==> config.mk <==
export PLATFORM = sky130hd
export DESIGN_NAME = afm_afe_monitor
export DESIGN_NICKNAME = d
export VERILOG_FILES = /design/src/pkg/afm_pkg.sv /design/src/core/afm_afe_monitor.sv
export SDC_FILE = /design/constraint.sdc
export NUM_CORES = 1
export LEC_CHECK = 0
export BUFFER_PORTS_ARGS = -buffer_cell sky130_fd_sc_hd__buf_2
export CAP_MARGIN = 5
export CORE_ASPECT_RATIO = 1.4
export CORE_MARGIN = 2
export CORE_UTILIZATION = 46
export DETAILED_ROUTE_END_ITERATION = 12
export GPL_TIMING_DRIVEN = 1
export PLACE_DENSITY = 0.79
export SYNTH_ARGS = -nofsm -noshare
export SYNTH_HDL_FRONTEND = slang
export SYNTH_SLANG_ARGS = --single-unit
==> constraint.sdc <==
create_clock -name clk -period 1.9 [get_ports clk]
set_input_delay 0.38 -clock clk [delete_from_list [all_inputs] [get_ports clk]]
set_output_delay 0.38 -clock clk [all_outputs]
set_load 0.05 [all_outputs]
==> src/pkg/afm_pkg.sv <==
package afm_pkg;

    // ------------------------------------------------------------
    // Register map
    // ------------------------------------------------------------
    localparam logic [7:0] AFM_ADDR_REF    = 8'h00;
    localparam logic [7:0] AFM_ADDR_INPUT  = 8'h04;
    localparam logic [7:0] AFM_ADDR_BURN   = 8'h08;
    localparam logic [7:0] AFM_ADDR_EXC    = 8'h0c;
    localparam logic [7:0] AFM_ADDR_STATUS = 8'h10;
    localparam logic [7:0] AFM_ADDR_ROUTE  = 8'h14;

    // ------------------------------------------------------------
    // Field codes
    // ------------------------------------------------------------
    localparam logic [1:0] AFM_REF_INTERNAL = 2'h0;
    localparam logic [1:0] AFM_REF_SUPPLY   = 2'h1;
    localparam logic [1:0] AFM_REF_EXT0     = 2'h2;
    localparam logic [1:0] AFM_REF_EXT1     = 2'h3;
    localparam logic [2:0] AFM_GAIN_MAX     = 3'h7;
    localparam logic [2:0] AFM_BURN_MAX     = 3'h4;
    localparam int         AFM_ROUTE_W      = 4;
    localparam int         AFM_LEVEL_W      = 4;

    // Reference source that reaches the converter.
    typedef enum logic [2:0] {
        AFM_SRC_INTERNAL = 3'b000,
        AFM_SRC_SUPPLY   = 3'b001,
        AFM_SRC_EXT01    = 3'b010,
        AFM_SRC_EXT23    = 3'b011,
        AFM_SRC_MIXED    = 3'b100
    } afm_src_e;

    typedef struct packed {
        logic amp_high_alarm;
        logic amp_low_alarm;
        logic ref_low_alarm;
    } afm_status_s;

    typedef struct packed {
        logic [AFM_ROUTE_W-1:0] route;
        logic [AFM_LEVEL_W-1:0] level;
    } afm_exc_s;

endpackage

==> src/core/afm_afe_monitor.sv <==
// Local design decisions: the AHB-Lite interface to the registers and the address map.
`timescale 1ns/100ps
`default_nettype none
module afm_afe_monitor
    import afm_pkg::*;
(
    input  wire logic        clk,
    input  wire logic        resetn,
    input  wire logic        hsel,
    input  wire logic [31:0] haddr,
    input  wire logic [1:0]  htrans,
    input  wire logic        hwrite,
    input  wire logic [2:0]  hsize,
    input  wire logic [31:0] hwdata,
    input  wire logic        hready,
    output logic      [31:0] hrdata,
    output logic             hreadyout,
    output logic             hresp,
    input  wire logic        conv_start,
    input  wire logic        mux_switching,
    input  wire logic        cmp_outp_high,
    input  wire logic        cmp_outn_high,
    input  wire logic        cmp_outp_low,
    input  wire logic        cmp_outn_low,
    input  wire logic        cmp_ref_low,
    output afm_status_s      status,
    output afm_src_e         ref_source,
    output logic             internal_ref_on,
    output logic             level_shift_switch,
    output logic             amp_bypass,
    output logic      [7:0]  gain_factor,
    output logic             burn_pullup,
    output logic      [2:0]  burn_level,
    output afm_exc_s         excitation_source_1,
    output afm_exc_s         excitation_source_2
);

    // ------------------------------------------------------------
    // Input synchronisers
    // ------------------------------------------------------------
    // All analog-side signals arrive asynchronously and pass two flops.
    logic [6:0] sync1_reg;
    logic [6:0] sync2_reg;
    logic       conv_d_reg;
    always_ff @(posedge clk) begin
        if (!resetn) begin
            sync1_reg <= 7'h00;
            sync2_reg <= 7'h00;
            conv_d_reg <= 1'b0;
        end else begin
            sync1_reg <= {conv_start, mux_switching, cmp_outp_high, cmp_outn_high,
                          cmp_outp_low, cmp_outn_low, cmp_ref_low};
            sync2_reg <= sync1_reg;
            conv_d_reg <= sync2_reg[6];
        end
    end

    logic conv_pulse;
    logic mux_busy;
    logic over_high;
    logic over_low;
    logic ref_low;
    assign conv_pulse = sync2_reg[6] & ~conv_d_reg;
    assign mux_busy   = sync2_reg[5];
    assign over_high  = (sync2_reg[4] | sync2_reg[3]) & ~mux_busy;
    assign over_low   = (sync2_reg[2] | sync2_reg[1]) & ~mux_busy;
    assign ref_low    = sync2_reg[0];

    // ------------------------------------------------------------
    // Alarm flags
    // ------------------------------------------------------------
    // A flag may only drop at a conversion start, so software reading between
    // conversions sees a stable value; a new overload sets it at once, except while mux_switching is high.
    afm_status_s status_reg;
    always_ff @(posedge clk) begin
        if (!resetn) begin
            status_reg <= '0;
        end else begin
            if (over_high) begin
                status_reg.amp_high_alarm <= 1'b1;
            end else if (conv_pulse) begin
                status_reg.amp_high_alarm <= 1'b0;
            end
            if (over_low) begin
                status_reg.amp_low_alarm <= 1'b1;
            end else if (conv_pulse) begin
                status_reg.amp_low_alarm <= 1'b0;
            end
            if (ref_low) begin
                status_reg.ref_low_alarm <= 1'b1;
            end else if (conv_pulse) begin
                status_reg.ref_low_alarm <= 1'b0;
            end
        end
    end
    assign status = status_reg;

    // ------------------------------------------------------------
    // Configuration registers and AHB-Lite slave
    // ------------------------------------------------------------
    logic [1:0] ref_pos_select_reg;
    logic [1:0] ref_neg_select_reg;
    logic       ref_on_reg;
    logic       shift_reg;
    logic       bypass_reg;
    logic [2:0] gain_reg;
    logic       pullup_reg;
    logic [2:0] burn_reg;
    afm_exc_s   exc1_reg;
    afm_exc_s   exc2_reg;
    afm_src_e   src_reg;
    logic [7:0] gainf_reg;
    logic [31:0] rdata_reg;
    logic        wr_pend_reg;
    logic [7:0]  wr_addr_reg;

    logic addr_ok;
    assign addr_ok = hsel & hready & htrans[1];

    always_ff @(posedge clk) begin
        if (!resetn) begin
            wr_pend_reg <= 1'b0;
            wr_addr_reg <= 8'h00;
        end else begin
            wr_pend_reg <= addr_ok & hwrite;
            wr_addr_reg <= haddr[7:0];
        end
    end

    always_ff @(posedge clk) begin
        if (!resetn) begin
            ref_pos_select_reg <= AFM_REF_SUPPLY;
            ref_neg_select_reg <= AFM_REF_SUPPLY;
            ref_on_reg <= 1'b0;
            shift_reg  <= 1'b0;
            bypass_reg <= 1'b0;
            gain_reg   <= 3'h0;
            pullup_reg <= 1'b0;
            burn_reg   <= 3'h0;
            exc1_reg   <= '0;
            exc2_reg   <= '0;
        end else if (wr_pend_reg) begin
            case (wr_addr_reg)
                AFM_ADDR_REF: begin
                    ref_pos_select_reg <= hwdata[1:0];
                    ref_neg_select_reg <= hwdata[3:2];
                    ref_on_reg <= hwdata[4];
                end
                AFM_ADDR_INPUT: begin
                    gain_reg   <= hwdata[2:0];
                    bypass_reg <= hwdata[3];
                    shift_reg  <= hwdata[4];
                end
                AFM_ADDR_BURN: begin
                    // Codes above the top level are clamped to keep five choices.
                    burn_reg   <= (hwdata[2:0] > AFM_BURN_MAX) ? AFM_BURN_MAX : hwdata[2:0];
                    pullup_reg <= hwdata[3];
                end
                AFM_ADDR_EXC: begin
                    exc1_reg <= hwdata[7:0];
                    exc2_reg <= hwdata[15:8];
                end
                default: begin
                end
            endcase
        end
    end

    // Mixed selections (for example internal positive with supply negative) are
    // passed through as a flag; the analog side decides what that means.
    always_ff @(posedge clk) begin
        if (!resetn) begin
            src_reg   <= AFM_SRC_SUPPLY;
            gainf_reg <= 8'h01;
        end else begin
            if (ref_pos_select_reg != ref_neg_select_reg) begin
                src_reg <= AFM_SRC_MIXED;
            end else begin
                case (ref_pos_select_reg)
                    AFM_REF_INTERNAL: src_reg <= AFM_SRC_INTERNAL;
                    AFM_REF_SUPPLY:   src_reg <= AFM_SRC_SUPPLY;
                    AFM_REF_EXT0:     src_reg <= AFM_SRC_EXT01;
                    AFM_REF_EXT1:     src_reg <= AFM_SRC_EXT23;
                    default:          src_reg <= AFM_SRC_SUPPLY;
                endcase
            end
            gainf_reg <= 8'h01 << gain_reg;
        end
    end

    always_ff @(posedge clk) begin
        if (!resetn) begin
            rdata_reg <= 32'h0;
        end else if (addr_ok & ~hwrite) begin
            case (haddr[7:0])
                AFM_ADDR_REF:    rdata_reg <= {27'h0, ref_on_reg, ref_neg_select_reg,
                                               ref_pos_select_reg};
                AFM_ADDR_INPUT:  rdata_reg <= {27'h0, shift_reg, bypass_reg, gain_reg};
                AFM_ADDR_BURN:   rdata_reg <= {28'h0, pullup_reg, burn_reg};
                AFM_ADDR_EXC:    rdata_reg <= {16'h0, exc2_reg, exc1_reg};
                AFM_ADDR_STATUS: rdata_reg <= {29'h0, status_reg};
                AFM_ADDR_ROUTE:  rdata_reg <= {21'h0, src_reg, gainf_reg};
                default:         rdata_reg <= 32'h0;
            endcase
        end
    end

    assign hrdata     = rdata_reg;
    assign hreadyout  = 1'b1;
    assign hresp      = 1'b0;

    assign ref_source          = src_reg;
    assign internal_ref_on     = ref_on_reg;
    assign level_shift_switch  = shift_reg;
    assign amp_bypass          = bypass_reg;
    assign gain_factor         = gainf_reg;
    assign burn_pullup         = pullup_reg;
    assign burn_level          = burn_reg;
    assign excitation_source_1 = exc1_reg;
    assign excitation_source_2 = exc2_reg;
endmodule
`default_nettype wire

==> summary.txt <==
Worst setup path
  • Reg2Reg Depth: 5
  • Arr. time, crit path: 2030 ps
  • Element type at the critical path end: flip-flop
  • CP max FO: 32
  • Worst path required time: 2150 ps
  • Critical path class: flip-flop to flip-flop
  • Crit start category: flip-flop

Floorplan
  • I/O pin count: 152
  • Total die area: 7935 sq um
  • Die Y-Extent: 104.6 um
  • CORE AREA: 6982 sq um
  • Die width: 75.86 um
  • Initial Utilization: 47.63%
  • Core Rows: 36

CTS
  • Clk Tree Root Cell: clkbuf_8
  • CTS max path bufs: 2
  • Skew-Pair Late Insertion Delay: 360 ps
  • H-tree depth: 3
  • Post-cts resize count: 0
  • Clk sinks: 84
  • Setup bufs post-CTS: 0
  • Cts hold-fix bufs: 0
  • Num CTS Buffers: 9
  • TritonCTS clock tree: built
  • Worst-path clk slew: 80 ps

Cells and area
  • Layout area overhead: 21.90%
  • Layout fillers: 639
  • Final Cell Area: 4054 sq um
  • Post-Route Utilization: 58.06%
  • Max reg flops: 16
  • # diodes: 0
  • Share of layout cells above drive strength 1: 27.65%
  • Nets: 528

Yosys
  • Synth Register Bits: 84
  • Most frequent cells after synthesis: dfxtp_1, nand2_1, nand3_1
  • Synth top area share: 50.56%
  • Mapped Avg Cell Area: 9.187 sq um
  • Ys flop type: dfxtp_1
  • Asr flop ratio synth: 0%
  • Number of synthesized flops with an enable pin: 0
  • Ranking of synthesized cells by area: dfxtp_1, nand2_1, and2_1
  • Unique masters post-synth: 43
  • Post-synthesis cell count: 362
  • Sequential-to-total area share from yosys stat: 50.56%
  • Yosys warning total: 0
  • Post-Syn Area: 3326 sq um
  • Count leader, synth: dfxtp_1
  • Dominant cell type by area after synthesis: dfxtp_1

Power
  • Peak VDD IR: 0.0005349 V
  • Clock Power Share: 39.7%
  • Switching power: 0.0008555 W
  • Pwr/cell area: 856.0 nW/um^2
  • Leak: 1.747 nW
  • Total power: 0.003470 W
  • Power share of the sequential group: 51.9%
  • Sw frac: 24.65%
  • Combinational Power Share: 8.3%
  • Internal power: 0.002614 W

Placed design
  • Post-DP HPWL: 5711 um
  • Placer Congestion: 0.8430
  • Area post-placement: 3837 sq um
  • IO Port Bufs: 89

Timing
  • Fin. Hold Viols: 0
  • Setup_tns: 0 ps
  • Slew @ Worst Pin: 558.5 ps
  • Fin Clk Skew: 6.293 ps
  • Final setup fails: 0
  • Max Slew Vio Count: 0
  • Final period utilization: 93.87%
  • Max Fclk: 560.7 MHz
  • RSZ-0062 raised after global routing: no
  • Final min period: 1784 ps
  • Max_slew headroom: 62.77%

Routing
  • Initial DRT Pass Iterations: 4
  • DRT Wirelength: 7703 um
  • Via count: 2750
  • Via/cell ratio: 5.027
  • Final ANT Viol Nets: 0
  • Drt drc: 0
  • WL/cell: 14.08 um
  • Drt initial violations: 185

Global routing
  • Grt met3 use: 5.786%
  • Vias in the first global route: 2563
  • Top Usage Layer GRT: met2
  • Global-route wire length before repair: 12060 um
  • Grt ovf: 0
  • Grt met1 use: 23.71%
  • Met2 usage: 33.19%
  • Largest net degree at the start of global routing: 34
  • Initial antenna violation count: 0
  • GRT Total Usage: 20.43%

Status
  • Status: finished, final reports clean

Run
  • Max capacitance violation total: 0

Hold path
  • Hold path depth: 2
  • Hold crit path type: primary input to flip-flop
logic make-up after synthesis:
| group | Yosys count | synth area share (%) |
|---|---|---|
| AOI/OAI and AO/OA | 53 | 10.01 |
| xor gates and xnor gates | 2 | 0.5268 |
| buffers and inverters | 43 | 7.298 |
| DFF | 84 | 50.56 |
| muxes | 14 | 5.380 |
| other | 2 | 0.2258 |
| and+or+nand+nor | 164 | 26.00 |
layer usage:
metal  share of wire, %  wire [um]
met1                 40       3075
met2                 52       4001
met3                4.9        376
met4                3.2        249
met5                  0          0
area by class of cell:
cell class                 count  area, sq um  area share (%)
inverter                       1        3.754         0.09259
timing repair buffer         100        565.5           13.95
clock buffer                  10        127.6           3.148
tap                           95        118.9           2.932
clock inverter                 6        88.84           2.191
multi-input combinational    251         1468           36.20
sequential                    84         1682           41.48
worst paths after layout:
path | start | endpoint | slack [ps]
hold reg to reg | sync1_reg[1] | sync2_reg[1] | 440
setup / recovery | wr_addr_reg[4] | excitation_source_1[2] | 120
setup reg to reg | wr_addr_reg[4] | excitation_source_1[2] | 120
hold / removal | cmp_outn_low | sync1_reg[1] | 230
through the flow:
stage               setup slack (ps)  std cells  hold slack [ps]
floorplan                      166.5        378            411.9
CTS                            102.6        547            210.7
global placement               11.52        531            413.1
detailed placement            -4.600        531            424.2
finish                         116.4        547            227.8
global route                   48.69        547            218.4
power groups by stage:
stage	registers [W]	logic, W	clock network [W]
2_1_floorplan	0.00187	0.000210	0
3_3_place_gp	0.00184	0.000282	0
3_5_place_dp	0.00184	0.000287	0
4_1_cts	0.00180	0.000288	0.00140
5_1_grt	0.00181	0.000312	0.00146
6_report	0.00180	0.000289	0.00138
worst max-delay path, stage by stage (launching register included):
cell     delay [ps]
dfxtp_1         310
or4b_4          570
or3_1           430
buf_12          190
nand3_1          90
o21ai_1          70
cells in the final DEF, fill, tap and decap left out, types with 2 or more instances in the layout:
cell type | Yosys | routed
buf_2 | 5 | 89
dfxtp_1 | 84 | 84
nand2_1 | 48 | 48
nand3_1 | 27 | 27
and2_1 | 25 | 25
nor2_1 | 18 | 18
conb_1 | 2 | 18
o21ai_1 | 16 | 16
nor3_1 | 13 | 13
a22oi_1 | 11 | 11
o21ai_0 | 11 | 11
nor2b_1 | 10 | 10
mux2i_1 | 10 | 10
clkbuf_8 | 0 | 9
buf_4 | 18 | 8
a21boi_0 | 7 | 7
nand2b_1 | 5 | 5
nand3b_1 | 3 | 3
mux4_2 | 3 | 3
buf_12 | 0 | 3
and4_1 | 2 | 2
a32o_1 | 2 | 2
a21oi_1 | 2 | 2
or3_1 | 2 | 2
xnor2_1 | 2 | 2
bufinv_16 | 0 | 2
clkinvlp_4 | 0 | 2
(Power assumes the default switching activity.)
